`src/shared/adcc_map.svh`:
```
`ifndef ADCC_MAP_SVH
`define ADCC_MAP_SVH
// Register byte addresses.
`define ADCC_CTRL0_ADDR     4'h0
`define ADCC_CTRL1_ADDR     4'h4
`define ADCC_CTRL2_ADDR     4'h8
`define ADCC_RESH_ADDR      4'hc
`define ADCC_RESL_ADDR      4'h0
// Control register 0 fields.
`define ADCC_C0_START       7
`define ADCC_C0_BUSY        6
`define ADCC_C0_POWER       5
`define ADCC_C0_CH_LSB      0
// Control register 1 fields.
`define ADCC_C1_SRC_LSB     4
`define ADCC_C1_DIV_LSB     0
// Control register 2 fields.
`define ADCC_C2_FMT         0
`define ADCC_C2_REF_LSB     1
`define ADCC_C2_AMPSRC      3
`define ADCC_C2_GAIN_LSB    4
`define ADCC_C2_IRQEN       6
`define ADCC_C2_IRQREQ      7
// Timing in converter clock periods.
`define ADCC_SAMPLE_CLKS    5'h04
`define ADCC_CONV_CLKS      5'h0c
`define ADCC_TOTAL_CLKS     5'h10
`define ADCC_FULL_SCALE     12'hfff
`endif

```
`src/shared/adcc_pkg.sv`:
```
package adcc_pkg;
  typedef enum logic [1:0] {
    ADCC_IDLE   = 2'b00,
    ADCC_SAMPLE = 2'b01,
    ADCC_CONV   = 2'b10
  } adcc_state_type;
  typedef logic [11:0] adcc_code_type;
endpackage : adcc_pkg

```
`src/verilog/adcc_control.sv`:
```
// Design decisions made here: the address map and register access over Wishbone.
`timescale 1ns/1ps
`include "adcc_map.svh"

module adcc_control (
  // System
  input  wire logic                  clk,
  input  wire logic                  rst,
  // Wishbone slave
  input  wire logic                  wb_cyc_i,
  input  wire logic                  wb_stb_i,
  input  wire logic                  wb_we_i,
  input  wire logic [3:0]            wb_adr_i,
  input  wire logic [3:0]            wb_sel_i,
  input  wire logic [31:0]           wb_dat_i,
  output logic      [31:0]           wb_dat_o,
  output logic                       wb_ack_o,
  output logic                       wb_err_o,
  // Analog front end
  input  wire adcc_pkg::adcc_code_type comparator_code,
  input  wire logic                  global_irq_enable,
  output logic                       conv_power_enable,
  output logic                       conv_clock,
  output logic                       sample_hold,
  output logic [7:0]                 ext_channel_onehot,
  output logic [6:0]                 internal_source_onehot,
  output logic [1:0]                 reference_sel,
  output logic                       amp_input_sel,
  output logic [1:0]                 amp_gain_sel,
  output logic                       conv_irq
);
  import adcc_pkg::*;

  // ---------------------------------------------------------------
  // Registers
  // ---------------------------------------------------------------
  logic           start_bit;
  logic [2:0]     conv_clock_div_sel;
  logic [3:0]     input_source_sel;
  logic [3:0]     ext_channel_sel;
  logic           result_format_sel;
  logic [1:0]     ref_field;
  logic           amp_src;
  logic [1:0]     amp_gain;
  logic           conv_irq_enable;
  logic           conv_irq_request;
  logic           power;
  // Result bytes survive a power drop; only reset clears them.
  logic [7:0]     result_high_reg;
  logic [7:0]     result_low_reg;
  adcc_state_type state;
  logic [6:0]     div_count;
  logic [4:0]     clk_count;
  logic           armed;

  // ---------------------------------------------------------------
  // Bus decode
  // ---------------------------------------------------------------
  // A request is taken once; the registered answer blocks a second take
  // of the same strobe in the acknowledge cycle.
  wire        access    = wb_cyc_i & wb_stb_i & ~wb_ack_o & ~wb_err_o;
  wire        hit0      = wb_adr_i == `ADCC_CTRL0_ADDR;
  wire        hit1      = wb_adr_i == `ADCC_CTRL1_ADDR;
  wire        hit2      = wb_adr_i == `ADCC_CTRL2_ADDR;
  wire        hit3      = wb_adr_i == `ADCC_RESH_ADDR;
  wire        mapped    = hit0 | hit1 | hit2 | hit3;
  wire        wr_lane0  = access & wb_we_i & wb_sel_i[0];
  wire        wr0       = wr_lane0 & hit0;
  wire        wr1       = wr_lane0 & hit1;
  wire        wr2       = wr_lane0 & hit2;
  // Busy is read from the state itself, so it rises the cycle after the
  // final start write and falls in the cycle the results are written.
  wire        busy      = state != ADCC_IDLE;

  // Results share one word: high byte in [15:8], low byte in [7:0].
  wire [31:0] rd0 = {24'h0, start_bit, busy, power, 1'b0, ext_channel_sel};
  wire [31:0] rd1 = {24'h0, input_source_sel, 1'b0, conv_clock_div_sel};
  wire [31:0] rd2 = {24'h0, conv_irq_request, conv_irq_enable, amp_gain, amp_src,
                     ref_field, result_format_sel};
  wire [31:0] rd3 = {16'h0, result_high_reg, result_low_reg};
  wire [31:0] next_rdata = hit0 ? rd0 : hit1 ? rd1 : hit2 ? rd2 : rd3;

  // ---------------------------------------------------------------
  // Converter clock divider
  // ---------------------------------------------------------------
  // Divisor is 2**sel; the tick marks one converter clock period.
  // At divide by one the tick fires every cycle and the clock output
  // simply stays high, since a flop on the system clock cannot toggle
  // faster than half that rate.
  wire [6:0] div_last = 7'(({7'h0, 1'b1} << conv_clock_div_sel) - 8'h01);
  wire       tick     = power & (div_count == div_last);

  // ---------------------------------------------------------------
  // Start detection and sequencer
  // ---------------------------------------------------------------
  wire next_start = wr0 ? wb_dat_i[`ADCC_C0_START] : start_bit;
  // Rising edge arms, falling edge launches; a level alone does nothing.
  wire launch     = armed & start_bit & ~next_start & power;
  wire phase_end  = tick & (clk_count == `ADCC_TOTAL_CLKS - 5'h01);
  wire finish     = busy & phase_end;

  // Right-justified puts the code in the low 12 bits; left-justified
  // puts it in the high 12 bits with the low nibble zero.
  wire [15:0] placed = result_format_sel ? {4'h0, comparator_code}
                                         : {comparator_code, 4'h0};

  // ---------------------------------------------------------------
  // Input and source decode
  // ---------------------------------------------------------------
  // Codes 0100 and 11xx connect nothing; code 0000 is the external path.
  function automatic logic [6:0] source_decode(input logic [3:0] code);
    logic [6:0] sel;
    sel = 7'h00;
    unique casez (code)
      4'b0001: sel = 7'h01;
      4'b0010: sel = 7'h02;
      4'b0011: sel = 7'h04;
      4'b0101: sel = 7'h08;
      4'b0110: sel = 7'h10;
      4'b0111: sel = 7'h20;
      4'b10??: sel = 7'h40;
      default: sel = 7'h00;
    endcase
    return sel;
  endfunction : source_decode

  // Channel codes with the top bit set leave the converter input floating;
  // any internal source code opens the external switch.
  wire       ext_mode  = input_source_sel == 4'h0;
  wire [7:0] next_ext  = (ext_mode & ~ext_channel_sel[3] & power)
                         ? 8'(8'h01 << ext_channel_sel[2:0]) : 8'h00;
  wire [6:0] next_int  = power ? source_decode(input_source_sel) : 7'h00;

  // ---------------------------------------------------------------
  // Register writes
  // ---------------------------------------------------------------
  always_ff @(posedge clk) begin
    if (rst) begin
      start_bit          <= 1'b0;
      power              <= 1'b0;
      ext_channel_sel    <= 4'h0;
      conv_clock_div_sel <= 3'h0;
      input_source_sel   <= 4'h0;
      result_format_sel  <= 1'b0;
      ref_field          <= 2'h0;
      amp_src            <= 1'b0;
      amp_gain           <= 2'h0;
      conv_irq_enable    <= 1'b0;
    end else begin
      start_bit <= next_start;
      if (wr0) begin
        power           <= wb_dat_i[`ADCC_C0_POWER];
        ext_channel_sel <= wb_dat_i[`ADCC_C0_CH_LSB +: 4];
      end
      if (wr1) begin
        conv_clock_div_sel <= wb_dat_i[`ADCC_C1_DIV_LSB +: 3];
        input_source_sel   <= wb_dat_i[`ADCC_C1_SRC_LSB +: 4];
      end
      if (wr2) begin
        result_format_sel <= wb_dat_i[`ADCC_C2_FMT];
        ref_field         <= wb_dat_i[`ADCC_C2_REF_LSB +: 2];
        amp_src           <= wb_dat_i[`ADCC_C2_AMPSRC];
        amp_gain          <= wb_dat_i[`ADCC_C2_GAIN_LSB +: 2];
        conv_irq_enable   <= wb_dat_i[`ADCC_C2_IRQEN];
      end
    end
  end

  // Hardware set wins over a software clear in the same cycle.
  // A clear written in the completion cycle is lost; software reads again.
  always_ff @(posedge clk) begin
    if (rst) begin
      conv_irq_request <= 1'b0;
    end else if (finish) begin
      conv_irq_request <= 1'b1;
    end else if (wr2) begin
      conv_irq_request <= wb_dat_i[`ADCC_C2_IRQREQ];
    end
  end

  // ---------------------------------------------------------------
  // Sequencer
  // ---------------------------------------------------------------
  // One counter spans both phases: four ticks end sampling and sixteen end
  // the conversion, so the phase boundary needs no second counter.
  // Dropping power aborts a conversion and leaves results and request
  // untouched, so software never reads a half-finished code.
  always_ff @(posedge clk) begin
    if (rst) begin
      state     <= ADCC_IDLE;
      div_count <= 7'h00;
      clk_count <= 5'h00;
      armed     <= 1'b0;
    end else begin
      div_count <= (tick | ~power | launch) ? 7'h00 : div_count + 7'h01;
      armed     <= next_start ? (armed | ~start_bit) : 1'b0;
      unique case (state)
        ADCC_IDLE: begin
          clk_count <= 5'h00;
          if (launch) begin
            state <= ADCC_SAMPLE;
          end
        end
        ADCC_SAMPLE: begin
          if (~power) begin
            state <= ADCC_IDLE;
          end else if (tick) begin
            clk_count <= clk_count + 5'h01;
            if (clk_count == `ADCC_SAMPLE_CLKS - 5'h01) begin
              state <= ADCC_CONV;
            end
          end
        end
        ADCC_CONV: begin
          if (~power | finish) begin
            state <= ADCC_IDLE;
          end else if (tick) begin
            clk_count <= clk_count + 5'h01;
          end
        end
        default: state <= ADCC_IDLE;
      endcase
    end
  end

  // ---------------------------------------------------------------
  // Result registers
  // ---------------------------------------------------------------
  always_ff @(posedge clk) begin
    if (rst) begin
      result_high_reg <= 8'h00;
      result_low_reg  <= 8'h00;
    end else if (finish & power) begin
      result_high_reg <= placed[15:8];
      result_low_reg  <= placed[7:0];
    end
  end

  // ---------------------------------------------------------------
  // Outputs
  // ---------------------------------------------------------------
  // Read data is forced to zero outside the acknowledge cycle, so a stale
  // word on the bus can never be taken for an answer.
  always_ff @(posedge clk) begin
    if (rst) begin
      wb_ack_o               <= 1'b0;
      wb_err_o               <= 1'b0;
      wb_dat_o               <= 32'h0;
    end else begin
      wb_ack_o               <= access & mapped;
      wb_err_o               <= access & ~mapped;
      wb_dat_o               <= (access & mapped & ~wb_we_i) ? next_rdata : 32'h0;
    end
  end

  // The interrupt line is a registered product of the request and both
  // enables, so it follows a clear or an enable change one cycle late.
  always_ff @(posedge clk) begin
    if (rst) begin
      conv_power_enable      <= 1'b0;
      conv_clock             <= 1'b0;
      sample_hold            <= 1'b0;
      ext_channel_onehot     <= 8'h00;
      internal_source_onehot <= 7'h00;
      reference_sel          <= 2'h0;
      amp_input_sel          <= 1'b0;
      amp_gain_sel           <= 2'h0;
      conv_irq               <= 1'b0;
    end else begin
      conv_power_enable      <= power;
      conv_clock             <= power & (div_count <= (div_last >> 1));
      sample_hold            <= state == ADCC_SAMPLE;
      ext_channel_onehot     <= next_ext;
      internal_source_onehot <= next_int;
      reference_sel          <= ref_field;
      amp_input_sel          <= amp_src;
      amp_gain_sel           <= amp_gain;
      conv_irq <= conv_irq_request & conv_irq_enable & global_irq_enable;
    end
  end
endmodule : adcc_control

```
`config.mk`:
```
export PLATFORM = sky130hd
export DESIGN_NAME = adcc_control
export DESIGN_NICKNAME = d
export VERILOG_FILES = /design/src/shared/adcc_pkg.sv /design/src/verilog/adcc_control.sv
export VERILOG_INCLUDE_DIRS = /design/src /design/src/shared
export SDC_FILE = /design/constraint.sdc
export NUM_CORES = 1
export LEC_CHECK = 0
export BUFFER_PORTS_ARGS = -buffer_cell sky130_fd_sc_hd__buf_2
export CORE_ASPECT_RATIO = 1.4
export CORE_MARGIN = 5
export CORE_UTILIZATION = 47
export CTS_CLUSTER_SIZE = 8
export DETAILED_ROUTE_END_ITERATION = 16
export GPL_TIMING_DRIVEN = 0
export PLACE_DENSITY = 0.84
export REMOVE_ABC_BUFFERS = 1
export SYNTH_ARGS = -nofsm -noshare
export SYNTH_HDL_FRONTEND = slang
export SYNTH_SLANG_ARGS = --single-unit
```
`constraint.sdc`:
```
create_clock -name clk -period 2.05 [get_ports clk]
set_clock_uncertainty 0.15 [all_clocks]
set_input_delay 0.41 -clock clk [delete_from_list [all_inputs] [get_ports clk]]
set_output_delay 0.41 -clock clk [all_outputs]
set_load 0.005 [all_outputs]
```
After elaboration in Yosys (flattened, before gate mapping)
Cells that the tools add are included.
{"block": "totals", "out_inout_bits": 58, "input_bits": 58, "regBits": 110}
{"block": "classes", "shifts": 2, "n_bitwise": 40, "add_sub_neg": 3, "eq_ne": 21, "n_mux": 18, "n_lt_le_gt_ge": 1, "reduce_logical": 16}
{"operator": "7-bit one-hot mux with 7 select lines", "count": 1}
{"operator": "8-bit two-way mux", "count": 3}
{"operator": "1-bit AND", "count": 23}
{"operator": "4-bit by 3-bit equality test with 1-bit output, second input constant", "count": 4}
{"operator": "16-bit two-way mux", "count": 1}
{"operator": "5-bit two-way mux", "count": 3}
{"operator": "5-bit one-hot mux with 3 select lines", "count": 1}
{"operator": "2-bit two-way mux", "count": 5}
{"operator": "1-bit NOT", "count": 10}
{"operator": "2-bit OR reduction", "count": 5}
{"operator": "4-bit by 2-bit equality test with 1-bit output, second input constant", "count": 2}
{"operator": "4-bit equality test, second input constant", "count": 2}
{"operator": "4-bit logical NOT", "count": 2}
{"operator": "2-bit != test, second input constant", "count": 4}
{"operator": "1-bit by 3-bit left shift with 8-bit output, first input constant", "count": 1}
{"operator": "7-bit by 1-bit adder with 7-bit output, second input constant", "count": 1}
{"operator": "7-bit equality test", "count": 1}
{"operator": "7-bit by 6-bit <= comparator with 1-bit output", "count": 1}
{"operator": "1-bit OR", "count": 7}
{"operator": "1-bit by 3-bit left shift with 7-bit output, first input constant", "count": 1}
{"operator": "7-bit by 1-bit subtractor with 7-bit output, second input constant", "count": 1}
{"operator": "3-bit != test, second input constant", "count": 2}
{"operator": "2-bit one-hot mux with 3 select lines", "count": 1}
{"operator": "5-bit by 1-bit adder with 5-bit output, second input constant", "count": 1}
{"operator": "other kinds (14)", "count": 18}

Logic depth before layout (Yosys ltp)
{"block": "logic_depth", "word_depth": 12, "mapped_depth": 10, "ltp_nobuf": 8}

Worst setup path before layout
Ideal clock, no wire load.
{"block": "synth_path", "path_kind": "register to register", "startpoint": "reg clk_count[0]", "endpoint": "reg clk_count[1]", "t_required_ns": 1.828, "synth_period_minus_slack_ns": 2.181, "slack_ns": -0.131, "arrival_time_ns": 1.959, "setup_time_ns": 0.072, "n_path_buf": 1, "path_stages_with_launch": 10, "cell_sequence": "dfxtp_1 -> ha_1 -> and3_1 -> ha_1 -> nor2b_1 -> nand2_1 -> and4b_1 -> buf_4 -> a221oi_4 -> mux2i_1"}
{"block": "synth_between", "elab_chain_cells": 6, "word_cells_on_any_way": 11}
{"item": "start: declaration", "line": "adcc_control.sv:53", "source": "logic [4:0] clk_count;"}
{"item": "start signal: assignment", "line": "adcc_control.sv:208", "source": "clk_count <= clk_count + 5'h01;"}
{"item": "start signal: assignment", "line": "adcc_control.sv:218", "source": "clk_count <= clk_count + 5'h01;"}
{"item": "branches (longest 6 deep; another with 5-bit by 1-bit adder with 5-bit output)"}
Parallel ways; which one is timed is not known. The select of a mux whose other input is x is not followed.
A chain may end at the register's enable or synchronous reset.

Final worst setup path
{"block": "layout_path", "startpoint": "reg conv_clock_div_sel[2]", "endpoint": "reg clk_count[2]"}
{"block": "layout_between", "elab_chain_cells": 9, "word_cells_on_any_way": 13}
{"item": "start: declaration", "line": "adcc_control.sv:38", "source": "logic [2:0] conv_clock_div_sel;"}
{"item": "start signal: assignment", "line": "adcc_control.sv:156", "source": "conv_clock_div_sel <= wb_dat_i[`ADCC_C1_DIV_LSB +: 3];"}
{"item": "1-bit by 3-bit left shift with 7-bit output (*)", "line": "adcc_control.sv:90", "source": "wire [6:0] div_last = 7'(({7'h0, 1'b1} << conv_clock_div_sel) - 8'h01);"}
{"item": "7-bit by 1-bit subtractor with 7-bit output (*)", "line": "adcc_control.sv:90"}
{"item": "7-bit equality test (*)", "line": "adcc_control.sv:91", "source": "wire tick = power & (div_count == div_last);"}
{"item": "1-bit AND (*)", "line": "adcc_control.sv:91"}
{"item": "1-bit AND", "line": "adcc_control.sv:99", "source": "wire phase_end = tick & (clk_count == `ADCC_TOTAL_CLKS - 5'h01);"}
{"item": "1-bit AND", "line": "adcc_control.sv:100", "source": "wire finish = busy & phase_end;"}
{"item": "1-bit OR", "line": "adcc_control.sv:215", "source": "if (~power | finish) begin"}
{"item": "2-bit != test (no source line)"}
{"item": "3-bit AND reduction (no source line)"}
Mark *: on every way between the ends. The rest lies on a longest branch, timed or not. The select of a mux whose other input is x is not followed.

==> qor.yml <==
placed_design:
  gp_congestion: 0.796
  place_inst: 600
  portBuffers: 72
  dpl.hpwl_um: 6480
sta:
  worst_pin_slew_ns: 0.935
  finalSetupViolCount: 23
  worst_slack_ns: -0.227
  whs_ns: 0.189
  finalCritPeriodShare: 1.11
  hold_viol: 0
  max_freq_ghz: 0.439
  relSlewSlack: 0.376
  grt_setup_unrepaired: "true"
  slew_violations: 0
  tns_ns: -4.00
  min_period_ns: 2.28
floorplan:
  start_util: 0.485
  die_w_um: 89.9
  coreArea_um2: 8660
  pin_count: 116
  die_h_um: 122
  die-area_um2: 10900
  num_rows: 40
synth:
  ys.warnings.count: 0
  async_flop_share: 0
  synth.top_cell.area_share: 0.449
  avgSynthCellArea_um2: 9.43
  synthTopCellsByArea: "dfxtp_1 (45%), mux2i_1 (8.4%), nor2_1 (5.8%), buf_4 (3.6%), ha_1 (3.6%)"
  ys_seq_elements: 94
  ys_seq_area_frac: 0.449
  synthDistinctLibCells: 57
  synth_edf_count: 0
  syn_area_um2: 4200
  syn_inst: 445
  synth_top_area_cell: "dfxtp_1"
  ys.flop_type: "dfxtp_1"
clocking:
  cts_buffer_depth: 2
  htree_levels: 3
  root_buffer: "clkbuf_16"
  path_clk_slew_ns: 0.07
  cts_tree: "done"
  cts_made_buffers: 9
  clock_latency_ns: 0.34
  clock_sinks: 94
layout:
  drive_above_1_share: 0.329
  n_antenna_cell: 0
  top_register: "wb_dat_o"
  finalNonFillerCells: 646
  syn_to_final_growth_pct: 27.9
  largest_reg_flops: 16
  finalNetCount: 606
  mostFrequentLayoutCells: "dfxtp_1 (85), buf_2 (71), nor2_1 (55)"
  num-fill-cells: 630
  final_common_cell: "dfxtp_1"
min_path:
  hold-path-endpoint: "ext_channel_sel[3]$_SDFFE_PP0N_"
  min_path_cells: 3
  hp-start: "wb_dat_i[3]"
  min_path_type: "input port to flip-flop"
power:
  p_leak_nw: 2.12
  power.density_nw_per_um2: 711
  peakVddDrop_uv: 748
  power_mw: 3.81
status:
  run_status: "complete, but fails checks"
  violations: "negative setup slack"
grt:
  grt_max_degree: 59
  grt_pass1_wl_um: 16500
  grt-ovfl-total: 0
  first_global_vias: 3485
  grtUsageTotal: 0.184
  antenna_found_initial: 0
critical_path:
  cp_max_fo: 6
  end_kind: "flip-flop"
  crit_type: "flip-flop to flip-flop"
  crit_arrival_ns: 2.38
  r2r_end: "clk_count[2]$_SDFFE_PP0P_"
  crit_path_start_kind: "flip-flop"
  critPathRequiredTime_ns: 2.15
  reg2reg_depth: 9
  r2r_slack_ns: -0.23
  rr_startpoint: "conv_clock_div_sel[2]$_SDFFE_PP0P_"
detailed_routing:
  antenna_left: 0
  via_per_inst: 5.70
  wl_um: 11600
  drc: 0
  vias: 3684
  wire_per_inst_um: 17.9
  first_pass_iters: 5
  drt_iter0_drc: 228
run:
  drv_cap: 0
## critical path, cell delays in order (launching register included)
cell and delay (ns):
dfxtp_4 0.36, buf_6 0.13, o21bai_1 0.15, nand3_1 0.16, o311ai_4 0.31, buf_12 0.17
and4b_4 0.32, a221oi_4 0.09, buf_6 0.14, a311oi_1 0.19
## layer usage
layer,wire (µm),vias up,track usage,share of wire
met4,500,0,0.110,0.043
li1,-,1697,-,-
met2,5990,183,0.327,0.52
met5,0,-,0,0
met3,786,37,0.0426,0.068
met1,4290,1767,0.197,0.37
## power breakdown
| group | switching, mW | total, mW | internal, mW |
|---|---|---|---|
| Sequential | 0.00320 | 1.83 | 1.82 |
| Clock | 0.721 | 1.79 | 1.07 |
| Combinational | 0.120 | 0.193 | 0.0729 |
## cell type report
class                           count  area [µm²]  share of cell area
Clock buffer                        9         225              0.0420
Tap cell                          105         131              0.0245
Inverter                           11        41.3             0.00769
Timing Repair Buffer              101         678               0.126
Clock inverter                      7        97.6              0.0182
Multi-Input combinational cell    319        2290               0.427
Sequential cell                    94        1900               0.355
## cells in the mapped netlist, types with 2 or more instances
cell type   n
a21oi_1    22
nor4_1      2
a211oi_1    6
a221oi_2    2
a211oi_2    5
nor3b_1     3
inv_1      11
nor3_2      2
or2_1       2
o21ai_0     7
nand2_1    29
nor2_1     65
nand2b_1   12
mux2i_1    35
nand3b_1    8
buf_4      20
nor2b_1    11
and4b_1     3
ha_1       12
or3_1       6
and2_1      8
a21o_1      2
clkbuf_1   11
a31oi_1     2
o22ai_1     2
and3_1      3
o21ai_1     3
dfxtp_1    94
xnor2_1     2
nor3_1      6
nand3_1    14
buf_2       4
xor2_1      4
a22oi_1     4
## kinds of logic (layout without fill, tap and decap cells)
kind of cell	after synthesis	count (layout)	synth area share
mux	36	36	0.0862
compound gates	67	67	0.127
xor+xnor	6	6	0.0125
simple gates	181	182	0.225
other cells	1	16	0.000894
buf+inv	48	128	0.0638
fa+ha+maj	12	12	0.0358
flops	94	94	0.449
## timing repair
action,CTS,global route
hold buffers,0,0
setup buffers,16,14
gates cloned,2,0
resized for setup,38,27
setup endpoints to repair,61,53
pin swaps,22,23
## worst max-delay path by stage
stage	start	to	slack, ns	cells after the start
after global placement	wb_adr_i[1]	state[0]$_SDFFE_PP0P_	-0.84	7
after detailed placement	wb_adr_i[1]	state[0]$_SDFFE_PP0P_	-0.89	7
after CTS	conv_clock_div_sel[1]$_SDFFE_PP0P_	clk_count[4]$_SDFFE_PP0P_	-0.18	6
final	conv_clock_div_sel[2]$_SDFFE_PP0P_	clk_count[2]$_SDFFE_PP0P_	-0.23	9
after global routing	clk_count[1]$_SDFFE_PP0P_	state[0]$_SDFFE_PP0P_	-0.36	5
after floorplan	conv_clock_div_sel[2]$_SDFFE_PP0P_	clk_count[2]$_SDFFE_PP0P_	-0.50	6
## metrics by stage
step                      setup slack (ns)  cell area, µm²   util
after detailed placement            -0.893            4520  0.522
after global placement              -0.845            4520  0.522
after floorplan                     -0.497            4030      -
final                               -0.227            5370  0.620
after global routing                -0.358            5370  0.620
after CTS                           -0.184            5140  0.594
(Power assumes the default switching activity.)
